<file path="config.mk">
export PLATFORM = sky130hd
export DESIGN_NAME = pcm_host
export DESIGN_NICKNAME = d
export VERILOG_FILES = /design/src/design/pcm_host_pkg.sv /design/src/design/pcm_cycle_engine.sv /design/src/design/pcm_host.sv /design/src/design/pcm_sync2.sv
export SDC_FILE = /design/constraint.sdc
export NUM_CORES = 1
export LEC_CHECK = 0
export BUFFER_PORTS_ARGS = -buffer_cell sky130_fd_sc_hd__buf_2
export CORE_ASPECT_RATIO = 0.7
export CORE_UTILIZATION = 40
export DETAILED_ROUTE_END_ITERATION = 16
export GPL_ROUTABILITY_DRIVEN = 0
export SLEW_MARGIN = 20
export SYNTH_ARGS = -nofsm -noshare
export SYNTH_HDL_FRONTEND = slang
export SYNTH_SLANG_ARGS = --single-unit
export TNS_END_PERCENT = 20
</file>
<file path="constraint.sdc">
create_clock -name clk -period 3.9 [get_ports clk]
set_clock_uncertainty 0.2 [all_clocks]
set_input_delay 0.39 -clock clk [delete_from_list [all_inputs] [get_ports clk]]
set_output_delay 0.39 -clock clk [all_outputs]
set_load 0.03 [all_outputs]
</file>
<file path="src/design/pcm_host_pkg.sv">
// Package with command codes, register map and bus carriers for the memory command host
package pcm_host_pkg;

    // Command codes written to the memory
    localparam logic [7:0] CMD_READ_ARRAY    = 8'hff;
    localparam logic [7:0] CMD_READ_STATUS   = 8'h70;
    localparam logic [7:0] CMD_READ_ID       = 8'h90;
    localparam logic [7:0] CMD_READ_QUERY    = 8'h98;
    localparam logic [7:0] CMD_CLEAR_STATUS  = 8'h50;
    localparam logic [7:0] CMD_PROG_SETUP    = 8'h40;
    localparam logic [7:0] CMD_PROG_ALT      = 8'h10;
    localparam logic [7:0] CMD_BIT_ALT_PROG  = 8'h42;
    localparam logic [7:0] CMD_BUF_PROG      = 8'he8;
    localparam logic [7:0] CMD_BUF_BIT_ALT   = 8'hea;
    localparam logic [7:0] CMD_BUF_ALL_ONES  = 8'hde;
    localparam logic [7:0] CMD_CONFIRM       = 8'hd0;
    localparam logic [7:0] CMD_ERASE_SETUP   = 8'h20;
    localparam logic [7:0] CMD_SUSPEND       = 8'hb0;
    localparam logic [7:0] CMD_LOCK_SETUP    = 8'h60;
    localparam logic [7:0] CMD_LOCK_BLOCK    = 8'h01;
    localparam logic [7:0] CMD_LOCK_DOWN     = 8'h2f;
    localparam logic [7:0] CMD_PROT_SETUP    = 8'hc0;

    // Status bit positions in the memory's status byte
    localparam int LOCK_ERROR_BIT      = 1;
    localparam int PROG_VOLT_ERROR_BIT = 3;
    localparam int PROG_ERROR_BIT      = 4;
    localparam int ERASE_ERROR_BIT     = 5;
    localparam int PROG_SUSPEND_BIT    = 2;
    localparam int ERASE_SUSPEND_BIT   = 6;
    localparam int SEQ_READY_BIT       = 7;
    localparam logic [7:0] STATUS_RESET_VALUE = 8'h80;

    // Buffered programming limit
    localparam int          BUF_MAX_WORDS = 32;
    localparam logic [5:0]  BUF_MAX_COUNT = 6'd32;

    // Host registers, byte offsets on AHB-Lite
    localparam logic [7:0] REG_CTRL   = 8'h00;
    localparam logic [7:0] REG_ADDR   = 8'h04;
    localparam logic [7:0] REG_WDATA  = 8'h08;
    localparam logic [7:0] REG_RDATA  = 8'h0c;
    localparam logic [7:0] REG_STATUS = 8'h10;
    localparam logic [7:0] REG_BUF    = 8'h14;
    localparam logic [31:0] CTRL_RESET_VALUE = 32'h0000_0000;

    // Control register fields
    localparam int CTRL_OP_LSB   = 0;
    localparam int CTRL_CODE_LSB = 8;
    localparam int CTRL_GO_BIT   = 31;
    localparam int CTRL_RST_BIT  = 30;

    // Pin timing, cycles at 100 MHz
    localparam int         CLK_PERIOD_NS   = 10;
    localparam int         STROBE_NS       = 60;
    localparam int         SETUP_NS        = 20;
    localparam int         OUT_NS          = 120;
    localparam int         RESET_NS        = 100;
    localparam logic [7:0] STROBE_CYCLES   = 8'((STROBE_NS + CLK_PERIOD_NS - 1) / CLK_PERIOD_NS);
    localparam logic [7:0] SETUP_CYCLES    = 8'((SETUP_NS + CLK_PERIOD_NS - 1) / CLK_PERIOD_NS);
    localparam logic [7:0] OUT_CYCLES      = 8'((OUT_NS + CLK_PERIOD_NS - 1) / CLK_PERIOD_NS);
    localparam logic [7:0] RESET_CYCLES    = 8'((RESET_NS + CLK_PERIOD_NS - 1) / CLK_PERIOD_NS);

    // Operations that software orders
    typedef enum logic [3:0] {
        OP_WRITE1  = 4'h0,   // one command write
        OP_WRITE2  = 4'h1,   // setup code then address/data write
        OP_READ    = 4'h2,   // one read cycle
        OP_BUFFER  = 4'h3,   // buffered program sequence
        OP_STATUS  = 4'h4    // status poll: code then read
    } op_type;

    // Pin side carrier toward the memory
    typedef struct packed {
        logic        ce_n;
        logic        oe_n;
        logic        we_n;
        logic        rst_n;
        logic [23:0] addr;
        logic [15:0] dq_out;
        logic        dq_oe;
    } pin_out_type;

    // One cycle request to the pin engine
    typedef struct packed {
        logic        write;
        logic [23:0] addr;
        logic [15:0] data;
    } cycle_req_type;

endpackage

</file>
<file path="src/design/pcm_cycle_engine.sv">
// Pin engine: one read or write bus cycle on the memory's strobes
`timescale 1ns/100ps
module pcm_cycle_engine
    import pcm_host_pkg::*;
(
    input  wire logic          clk,
    input  wire logic          resetn,
    input  wire logic          req_valid,
    input  wire cycle_req_type req,
    output logic               req_ready,
    output logic               done,
    output logic [15:0]        rdata,
    input  wire logic [15:0]   dq_sync,
    output logic               ce_n,
    output logic               oe_n,
    output logic               we_n,
    output logic [23:0]        addr,
    output logic [15:0]        dq_out,
    output logic               dq_oe
);
    typedef enum logic [3:0] {
        CY_IDLE  = 4'b0001,
        CY_SETUP = 4'b0010,
        CY_PULSE = 4'b0100,
        CY_HOLD  = 4'b1000
    } cy_state_type;

    cy_state_type  state_q, state_d;
    logic [7:0]    cnt_q;
    cycle_req_type req_q;
    logic [15:0]   rdata_q;
    logic          done_q;

    wire cnt_zero = (cnt_q == 8'd0);
    wire take     = (state_q == CY_IDLE) && req_valid;

    always_comb
    begin
        case (state_q)
            CY_IDLE:  state_d = take ? CY_SETUP : CY_IDLE;
            CY_SETUP: state_d = cnt_zero ? CY_PULSE : CY_SETUP;
            CY_PULSE: state_d = cnt_zero ? CY_HOLD : CY_PULSE;
            CY_HOLD:  state_d = CY_IDLE;
            default:  state_d = CY_IDLE;
        endcase
    end

    always_ff @(posedge clk)
    begin
        if (!resetn)
        begin
            state_q <= CY_IDLE;
            cnt_q   <= 8'd0;
            req_q   <= '0;
            rdata_q <= 16'h0000;
            done_q  <= 1'b0;
        end
        else
        begin
            state_q <= state_d;
            done_q  <= (state_q == CY_HOLD);
            // Counter runs down to zero inclusive, so load one less than the cycles wanted
            if (take)
            begin
                req_q <= req;
                cnt_q <= SETUP_CYCLES - 8'd1;
            end
            else if (state_q == CY_SETUP && cnt_zero)
                cnt_q <= (req_q.write ? STROBE_CYCLES : OUT_CYCLES) - 8'd1;
            else if (!cnt_zero)
                cnt_q <= cnt_q - 8'd1;
            // Data sampled late in the pulse, after the synchroniser delay
            if (state_q == CY_PULSE && cnt_zero && !req_q.write)
                rdata_q <= dq_sync;
        end
    end

    wire in_cycle = (state_q != CY_IDLE);
    wire pulse    = (state_q == CY_PULSE);

    assign req_ready = (state_q == CY_IDLE);
    assign done      = done_q;
    assign rdata     = rdata_q;
    assign ce_n      = !in_cycle;
    // Write and output enable never overlap; data latched on we_n rise
    assign we_n      = !(pulse && req_q.write);
    assign oe_n      = !(pulse && !req_q.write);
    assign addr      = req_q.addr;
    assign dq_out    = req_q.data;
    assign dq_oe     = in_cycle && req_q.write;
endmodule

</file>
<file path="src/design/pcm_host.sv">
// Host controller driving the memory's command interface from AHB-Lite registers
`timescale 1ns/100ps
// Overview of operation
// - Word program: code 40 then address and data write.
// - Host issues array read after programming before expecting array data.
// - Code e8 starts buffered program with up to 32 words.
// - Confirm d0 after buffer data starts programming.
// - Code c0 then address and data programs protection registers.
// - Output enable and write strobe are never asserted together.
module pcm_host
    import pcm_host_pkg::*;
(
    input  wire logic        clk,
    input  wire logic        resetn,
    input  wire logic        hsel,
    input  wire logic [31:0] haddr,
    input  wire logic [1:0]  htrans,
    input  wire logic        hwrite,
    input  wire logic [2:0]  hsize,
    input  wire logic [31:0] hwdata,
    input  wire logic        hready,
    output logic      [31:0] hrdata,
    output logic             hreadyout,
    output logic             hresp,
    output logic             ce_n,
    output logic             oe_n,
    output logic             we_n,
    output logic             rst_n,
    output logic      [23:0] addr,
    output logic      [15:0] dq_out,
    output logic             dq_oe,
    input  wire logic [15:0] dq_in
);
    typedef enum logic [7:0] {
        H_IDLE   = 8'b0000_0001,
        H_CMD    = 8'b0000_0010,
        H_DATA   = 8'b0000_0100,
        H_COUNT  = 8'b0000_1000,
        H_STREAM = 8'b0001_0000,
        H_CONF   = 8'b0010_0000,
        H_READ   = 8'b0100_0000,
        H_RESET  = 8'b1000_0000
    } host_state_type;

    // Only assigned codes pass; anything else is refused with an error flag
    function automatic logic code_known(input logic [7:0] c);
        case (c)
            CMD_READ_ARRAY, CMD_READ_STATUS, CMD_READ_ID, CMD_READ_QUERY, CMD_CLEAR_STATUS,
            CMD_PROG_SETUP, CMD_PROG_ALT, CMD_BIT_ALT_PROG, CMD_BUF_PROG, CMD_BUF_BIT_ALT,
            CMD_BUF_ALL_ONES, CMD_CONFIRM, CMD_ERASE_SETUP, CMD_SUSPEND, CMD_LOCK_SETUP,
            CMD_LOCK_BLOCK, CMD_LOCK_DOWN, CMD_PROT_SETUP: code_known = 1'b1;
            default: code_known = 1'b0;
        endcase
    endfunction

    function automatic logic code_is_program(input logic [7:0] c);
        code_is_program = (c == CMD_PROG_SETUP) || (c == CMD_PROG_ALT) || (c == CMD_BIT_ALT_PROG)
                       || (c == CMD_ERASE_SETUP) || (c == CMD_PROT_SETUP);
    endfunction

    host_state_type  state_q, state_d;
    logic [31:0]     ctrl_q;
    logic [23:0]     addr_q;
    logic [15:0]     wdata_q;
    logic [15:0]     rdata_q;
    logic [15:0]     buf_q [BUF_MAX_WORDS];
    logic [5:0]      buf_cnt_q;
    logic [5:0]      idx_q;
    logic            busy_q;
    logic            bad_code_q;
    logic            array_mode_q;
    logic [7:0]      rst_cnt_q;
    logic            ap_valid_q;
    logic            ap_write_q;
    logic [7:0]      ap_addr_q;
    logic [31:0]     hrdata_q;
    logic            step_sent_q;
    logic [7:0]      low_cnt_q;

    // Engine handshake
    cycle_req_type   creq;
    logic            creq_valid;
    logic            creq_ready;
    logic            cdone;
    logic [15:0]     crdata;
    logic [15:0]     dq_sync;

    pcm_sync2 u_sync (
        .clk      (clk),
        .resetn   (resetn),
        .async_in (dq_in),
        .sync_out (dq_sync)
    );

    pcm_cycle_engine u_engine (
        .clk       (clk),
        .resetn    (resetn),
        .req_valid (creq_valid),
        .req       (creq),
        .req_ready (creq_ready),
        .done      (cdone),
        .rdata     (crdata),
        .dq_sync   (dq_sync),
        .ce_n      (ce_n),
        .oe_n      (oe_n),
        .we_n      (we_n),
        .addr      (addr),
        .dq_out    (dq_out),
        .dq_oe     (dq_oe)
    );

    // AHB-Lite slave, zero wait states
    wire        ap_take  = hsel && hready && htrans[1];
    wire        wr_now   = ap_valid_q && ap_write_q;
    wire        rd_sel   = ap_valid_q && !ap_write_q;
    wire [7:0]  code     = ctrl_q[CTRL_CODE_LSB +: 8];
    wire [3:0]  op       = ctrl_q[CTRL_OP_LSB +: 4];
    wire        go       = wr_now && (ap_addr_q == REG_CTRL) && hwdata[CTRL_GO_BIT] && !busy_q;
    wire        go_reset = wr_now && (ap_addr_q == REG_CTRL) && hwdata[CTRL_RST_BIT] && !busy_q;
    wire        go_code  = code_known(hwdata[CTRL_CODE_LSB +: 8]);
    wire        buf_wr   = wr_now && (ap_addr_q == REG_BUF) && !busy_q && (buf_cnt_q < BUF_MAX_COUNT);
    wire        last_buf = (idx_q == buf_cnt_q - 6'd1);

    always_comb
    begin
        case (ap_addr_q)
            REG_CTRL:   hrdata_q = ctrl_q;
            REG_ADDR:   hrdata_q = {8'h00, addr_q};
            REG_WDATA:  hrdata_q = {16'h0000, wdata_q};
            REG_RDATA:  hrdata_q = {16'h0000, rdata_q};
            REG_STATUS: hrdata_q = {16'h0000, 2'b00, buf_cnt_q, 5'd0, array_mode_q, bad_code_q, busy_q};
            default:    hrdata_q = 32'h0000_0000;
        endcase
    end

    assign hrdata    = rd_sel ? hrdata_q : 32'h0000_0000;
    assign hreadyout = 1'b1;
    assign hresp     = 1'b0;

    // Sequence control
    always_comb
    begin
        case (state_q)
            H_IDLE:   state_d = go_reset ? H_RESET : (go && go_code) ? H_CMD : H_IDLE;
            H_CMD:    state_d = !cdone ? H_CMD
                              : (op == OP_WRITE2) ? H_DATA
                              : (op == OP_BUFFER) ? H_COUNT
                              : (op == OP_STATUS) ? H_READ : H_IDLE;
            H_DATA:   state_d = cdone ? H_IDLE : H_DATA;
            H_COUNT:  state_d = cdone ? H_STREAM : H_COUNT;
            H_STREAM: state_d = (cdone && last_buf) ? H_CONF : H_STREAM;
            H_CONF:   state_d = cdone ? H_IDLE : H_CONF;
            H_READ:   state_d = cdone ? H_IDLE : H_READ;
            H_RESET:  state_d = (rst_cnt_q == 8'd0) ? H_IDLE : H_RESET;
            default:  state_d = H_IDLE;
        endcase
    end

    // Request to the pin engine for the current step
    wire issued_q_n = creq_ready && !cdone;
    always_comb
    begin
        creq       = '0;
        creq_valid = 1'b0;
        case (state_q)
            H_CMD:
            begin
                // Command codes go out on the low byte
                creq       = '{write: (op != OP_READ), addr: addr_q, data: {8'h00, code}};
                creq_valid = issued_q_n && !step_sent_q;
            end
            H_DATA:
            begin
                // Second write carries target address and data
                creq       = '{write: 1'b1, addr: addr_q, data: wdata_q};
                creq_valid = issued_q_n && !step_sent_q;
            end
            H_COUNT:
            begin
                // Count is written as words minus one
                creq       = '{write: 1'b1, addr: addr_q, data: {10'd0, buf_cnt_q - 6'd1}};
                creq_valid = issued_q_n && !step_sent_q;
            end
            H_STREAM:
            begin
                creq       = '{write: 1'b1, addr: addr_q + 24'(idx_q), data: buf_q[idx_q[4:0]]};
                creq_valid = issued_q_n && !step_sent_q;
            end
            H_CONF:
            begin
                creq       = '{write: 1'b1, addr: addr_q, data: {8'h00, CMD_CONFIRM}};
                creq_valid = issued_q_n && !step_sent_q;
            end
            H_READ:
            begin
                // Each read is a fresh select toggle, so status is refreshed
                creq       = '{write: 1'b0, addr: addr_q, data: 16'h0000};
                creq_valid = issued_q_n && !step_sent_q;
            end
            default:
            begin
                creq       = '0;
                creq_valid = 1'b0;
            end
        endcase
    end

    always_ff @(posedge clk)
    begin
        if (!resetn)
        begin
            state_q      <= H_RESET;
            ctrl_q       <= CTRL_RESET_VALUE;
            addr_q       <= 24'h000000;
            wdata_q      <= 16'h0000;
            rdata_q      <= 16'h0000;
            buf_cnt_q    <= 6'd0;
            idx_q        <= 6'd0;
            busy_q       <= 1'b1;
            bad_code_q   <= 1'b0;
            array_mode_q <= 1'b0;
            rst_cnt_q    <= RESET_CYCLES;
            ap_valid_q   <= 1'b0;
            ap_write_q   <= 1'b0;
            ap_addr_q    <= 8'h00;
            step_sent_q  <= 1'b0;
        end
        else
        begin
            state_q    <= state_d;
            ap_valid_q <= ap_take;
            ap_write_q <= hwrite;
            ap_addr_q  <= haddr[7:0];
            busy_q     <= (state_d != H_IDLE);
            step_sent_q <= (state_d == state_q) && !(state_q == H_STREAM && cdone) && (step_sent_q || creq_valid);
            if (state_q == H_STREAM && cdone)
                step_sent_q <= 1'b0;
            if (wr_now && ap_addr_q == REG_CTRL && !busy_q)
                ctrl_q <= hwdata;
            if (wr_now && ap_addr_q == REG_ADDR && !busy_q)
                addr_q <= hwdata[23:0];
            if (wr_now && ap_addr_q == REG_WDATA && !busy_q)
                wdata_q <= hwdata[15:0];
            if (buf_wr)
            begin
                buf_q[buf_cnt_q[4:0]] <= hwdata[15:0];
                buf_cnt_q             <= buf_cnt_q + 6'd1;
            end
            // Unassigned codes are never sent to the memory
            if (go)
                bad_code_q <= !go_code;
            if (go_reset)
                rst_cnt_q <= RESET_CYCLES;
            else if (state_q == H_RESET && rst_cnt_q != 8'd0)
                rst_cnt_q <= rst_cnt_q - 8'd1;
            if (state_q == H_STREAM && cdone)
                idx_q <= idx_q + 6'd1;
            if (state_q == H_CONF && cdone)
            begin
                idx_q     <= 6'd0;
                buf_cnt_q <= 6'd0;
            end
            if ((state_q == H_READ || (state_q == H_CMD && op == OP_READ)) && cdone)
                rdata_q <= crdata;
            // Track array read mode: code ff sets it, program, status and buffer codes clear it
            if (state_q == H_CMD && cdone && op != OP_READ)
            begin
                if (code == CMD_READ_ARRAY)
                    array_mode_q <= 1'b1;
                else if (code_is_program(code) || code == CMD_READ_STATUS || code == CMD_BUF_PROG
                         || code == CMD_BUF_BIT_ALT || code == CMD_BUF_ALL_ONES)
                    array_mode_q <= 1'b0;
            end
            // Pin reset returns the memory to array reads
            if (state_q == H_RESET && rst_cnt_q == 8'd0)
                array_mode_q <= 1'b1;
        end
    end

    assign rst_n = (state_q != H_RESET);

    // Low time of the reset pin is counted, too long for a plain repetition
    always_ff @(posedge clk)
    begin
        if (!resetn || rst_n)
            low_cnt_q <= 8'd0;
        else if (low_cnt_q != 8'hff)
            low_cnt_q <= low_cnt_q + 8'd1;
    end
endmodule

</file>
<file path="src/design/pcm_sync2.sv">
// Two-flop synchroniser for the memory data lines
`timescale 1ns/100ps
module pcm_sync2
    import pcm_host_pkg::*;
(
    input  wire logic        clk,
    input  wire logic        resetn,
    input  wire logic [15:0] async_in,
    output logic      [15:0] sync_out
);
    logic [15:0] meta_q;
    logic [15:0] sync_q;

    always_ff @(posedge clk)
    begin
        if (!resetn)
        begin
            meta_q <= 16'h0000;
            sync_q <= 16'h0000;
        end
        else
        begin
            meta_q <= async_in;
            sync_q <= meta_q;
        end
    end

    assign sync_out = sync_q;
endmodule

</file>
**Word level (Yosys, flattened, before mapping)**

Memories as Yosys holds them, arrays and structs flattened. A register that Yosys moved wholly into a read port is not among the register bits.
Index checks and enable logic that the tools add are counted.

- Add/subtract/negate cells: 7
- Order comparisons: 1
- Equal/unequal tests: 57
- Muxes and demuxes: 35
- Bitwise logic cells: 1
- Reductions and logical operators: 71

Operator list:

| cell | number |
|---|---|
| $pmux 41 s6 | 1 |
| $pmux 32 s5 | 1 |
| $eq 8x8->1 const B | 15 |
| $eq 8x7->1 const B | 9 |
| $pmux 8 s8 | 1 |
| $eq 8x5->1 const B | 5 |
| $logic_and 1x1->1 | 38 |
| $mux 7 | 5 |
| $eq 8x6->1 const B | 4 |
| $mux 32 | 1 |
| $mux 8 | 4 |
| $add 24x6->24 | 1 |
| $eq 8x4->1 const B | 3 |
| $logic_not 8->1 | 3 |
| $sub 8x1->8 const B | 3 |
| $reduce_or 18->1 | 1 |
| $eq 8x1->1 const B | 2 |
| $eq 8x3->1 const B | 2 |
| $mux 5 | 3 |
| $add 6x1->6 const B | 2 |
| $eq 4x2->1 const B | 3 |
| $mux 6 | 2 |
| $pmux 4 s3 | 1 |
| $logic_not 1->1 | 10 |
| 26 further kinds | 52 |

- Flip-flop bits (word level): 232
- RAM bits: 512
- Input bits: 90
- Memories kept: 1

Memories:

| memory | words | bits a word | read ports | clocked after memory_dff | wr ports | line | source |
|---|---|---|---|---|---|---|---|
| buf_q | 32 | 16 | 1 | 1 | 1 | pcm_host.sv:66 | `logic [15:0] buf_q [BUF_MAX_WORDS];` |

**Logic depth before layout (Yosys ltp)**

- Depth after elaboration: 13
- Mapped depth: 9
- Mapped depth without buffers: 8

**By module**

A second synthesis with hierarchy kept.

- Cell total of the unflattened synthesis: 2,143
- Area, all modules: 30,927.2 µm²

Modules (own cells, without submodules):

| module | times used | cells each | area an instance (µm²) |
|---|---|---|---|
| pcm_host | 1 | 1,729 | 26,899.5 |
| pcm_cycle_engine | 1 | 347 | 3,131.8 |
| pcm_sync2 | 1 | 67 | 895.9 |

**Worst setup path after synthesis**

OpenSTA, ideal clock, no wires.

- Path type: flip-flop to flip-flop
- Start: reg ap_addr_q[1]
- End: mem buf_q[30][0] (enable)
- Library setup time: 0.388 ns
- Data arrival time: 2.481 ns
- Required time: 3.312 ns
- Slack: 0.831 ns
- Stages on the path, launching flop included: 7
- Buffers on the path: 1
- Period minus slack after synthesis: 3.069 ns
- Cell sequence: dfxtp_1 nor3_1 and4_1 clkbuf_1 nor3b_2 nand3_1 nor2_1

- Cells in the longest elaborated chain, start to end: 7

Ends and longest elaborated chain:

| item | line | source |
|---|---|---|
| from (decl) | pcm_host.sv:75 | `logic [7:0] ap_addr_q;` |
| from (signal assigned) | pcm_host.sv:233 | `ap_addr_q <= haddr[7:0];` |
| $eq 8x5->1 | pcm_host.sv:121 | `wire buf_wr = wr_now && (ap_addr_q == REG_BUF) && !busy_q && (buf_cnt_q < BUF_MAX_COUNT);` |
| $logic_and 1x1->1 (3 in a row) | pcm_host.sv:121 |  |
| $mux 1 | pcm_host.sv:244 | `if (buf_wr)` |
| $mux 1 | pcm_host.sv:210 | `if (!resetn)` |
| $mux 1 (not written as such) | pcm_host.sv:246 | `buf_q[buf_cnt_q[4:0]] <= hwdata[15:0];` |
| to (decl) | pcm_host.sv:66 |  |

Every way passes these cells.

**Final worst setup path**

- Start: reg ap_addr_q[7]
- End: mem buf_q[2][7] (enable)

The elaborated chain is that of the path after synthesis.

==> flow_summary.ini <==
[yosys]
yosys_warnings = 0
ys.flop_type = edfxtp_1
synth_nets = 2234
yosys.area.top_type = edfxtp_1
avgSynthCellArea_sq_um = 14.5
synthTopCellsByArea = edfxtp_1 (50%), dfxtp_1 (15%), mux4_2 (12%)
synth-edff-count = 512
syn_area_sq_um = 30800
netlist_instances = 2130
async_flop_share_pct = 0
synth_top_area_share_pct = 49.9
synth.distinct_cells = 80
ys_seq_area_share_pct = 65.3
synth-seq-cells = 749

[worst_setup_path]
crit_start = ap_addr_q[7]
endpoint_kind = flip-flop
reg2reg_slack_ns = 0.53
startpoint_type = flip-flop
path_max_fanout = 10
cp-endpoint = buf_q[2][7]
critPathKind = reg2reg
r2r-end = buf_q[2][7]
rr_worst_depth = 7
r2r_start = ap_addr_q[7]
critPathRequiredTime_ns = 4.02
crit_arrival_ns = 3.48

[job]
maxCapViolations = 0

[detailed_routing]
vias = 19200
wl_um = 84000
vias_per_cell = 5.72
first_iter_violations = 2477
detail-route-antenna-nets = 0
wl_per_cell_um = 25.1
drt_pass1_iterations = 7
drc = 0

[clocking]
cts.path.max_buffers = 3
htree_levels = 3
cts_sinks = 749
clock_latency_ns = 0.64
root_buffer = clkbuf_16
numCtsBuffers = 74
path_clk_slew_ns = 0.06
cts_tree = yes

[timing]
relSlewSlack_pct = 34.5
finalMaxSlewViolations = 0
finalSetupTns_ns = 0
setup_viol = 0
tightest_slew_ns = 0.982
min_period_ns = 3.37
hold_violations = 0
fin_ws_ns = 0.535
rsz0062_at_grt = false
timing.hold.ws_ns = 0.106
post-route-period-util_pct = 86.3
fmax_mhz = 297

[die]
dieArea_sq_um = 78200
num_io_pins = 169
start_util_pct = 40.7
die_h_um = 234
die_w_um = 334
core_area_sq_um = 75700
row_count = 84

[pwr]
ir_drop_mv = 0.287
leakagePower_nw = 11.8
power_mw = 16.6
p_per_area_nw_per_um2 = 467

[worst_hold_path]
min_path_type = in2reg
hold_depth = 3

[status]
status = completed

[place]
dpl.hpwl_um = 55500
pre_cts_ws_ns = 0.739
portBuffers = 138

[final_layout]
fin_util_pct = 47.0
fin_nets = 2414
area_growth_pct = 15.3
drive_gt1_share_pct = 22.6

[global_route]
grt_pass1_vias = 18200
grt_pass1_wl_um = 121000
globalRouteTotalUtil_pct = 21.3
gr-total-overflow = 0
antenna_found_initial = 3
grt_max_degree = 86
sequential cells by signal, indices dropped and copies added (netlist names), 4 cells and up, named ones only:
signal / flops
addr_q: 24
ap_addr_q: 8
buf_cnt_q: 6
buf_q: 512
ctrl_q: 32
idx_q: 6
rdata_q: 16
rst_cnt_q: 8
state_q: 8
u_engine.addr: 24
u_engine.cnt_q: 8
u_engine.dq_out: 16
u_engine.rdata: 16
u_engine.state_q: 4
u_sync.meta_q: 16
u_sync.sync_out: 16
wdata_q: 16
layout make-up:
class                   count  area [sq um]
well taps                 989          1240
clock buffers              95          1990
fillers                  6564         40100
multi-input cells        1189          9800
flip-flops and latches    749         20100
clock inverters            33           359
diodes                      1          2.50
inverters                  19          73.8
repair buffers            277          1940
per-stage QoR:
| stage | instance area [sq um] | instances |
|---|---|---|
| after detailed placement | 32700 | 3177 |
| after floorplan | 30800 | 2130 |
| after global placement | 32700 | 3177 |
| after CTS | 35500 | 3351 |
| final | 35500 | 3352 |
| after global routing | 35500 | 3351 |
cell families (layout without fill, tap and decap cells):
logic type                 after synthesis  in the layout  synth area share [%]
DFF                                    749            749                  65.3
AOI/OAI and AO/OA                      279            279                  5.61
muxes                                  250            250                  14.8
xor gates and xnor gates                40             40                  1.18
adders and majority gates               14             14                 0.593
other                                    2              3                0.0244
buffers and inverters                  192            424                  3.01
and+or+nand+nor                        604            604                  9.49
report_power, final:
| part | internal [mW] | switching (mW) |
|---|---|---|
| sequential | 8.56 | 0.0882 |
| clock | 4.08 | 3.01 |
| combinational | 0.316 | 0.519 |
| total | 13.0 | 3.62 |
worst min path at each step:
stage	from	end	slack [ns]
after floorplan	u_sync.meta_q[0]	u_sync.sync_out[0]	0.21
after global placement	u_sync.meta_q[1]	u_sync.sync_out[1]	0.22
after detailed placement	u_sync.meta_q[1]	u_sync.sync_out[1]	0.22
after CTS	resetn	u_engine.dq_out[7]	0.06
after global routing	resetn	u_engine.dq_out[6]	0.11
final	hwdata[1]	wdata_q[1]	0.11
what timing repair did:
action,in CTS,in global routing
hold endpoints to repair,55,0
hold buffers,46,0
buffers inserted,0,0
resized for setup,0,0
layout by cell type, fill, tap and decap left out, types with 46 or more instances in the layout:
cell type / n
and2_1: 61
buf_2: 138
edfxtp_1: 512
clkbuf_16: 75
mux4_2: 165
mux2i_1: 82
buf_4: 86
dfxtp_1: 232
nor2_1: 175
nand2_1: 188
a21oi_1: 116
dlygate4sd3_1: 46
metal layers:
layer	track usage [%]	vias up	share of wire [%]
met5	0	-	0.012
met4	6.38	2	2.5
met3	6.64	130	11
met2	30.4	861	43
met1	31.1	9777	44
li1	-	8419	-
Yosys cell counts (all sizes together), types with 16 or more instances:
cell type and n:
xor2 19, nor2 178, nand2 188, nor2b 16, o21ai 45, xnor2 20
and2 61, clkbuf 94, nor3 24, a21oi 116, dfxtp 237, mux2i 82
a31oi 18, buf 79, inv 18, edfxtp 512, nand3 26, mux4 165
critical path, stage by stage (launching register included):
cell and delay (ns):
dfxtp_1 0.31, nor2_1 0.29, and4_1 0.33, nor3b_2 0.38, buf_4 0.25, nand3_1 0.34, nor2_1 0.63, buf_4 0.32
Note: power is estimated with default switching activity, not from simulation.
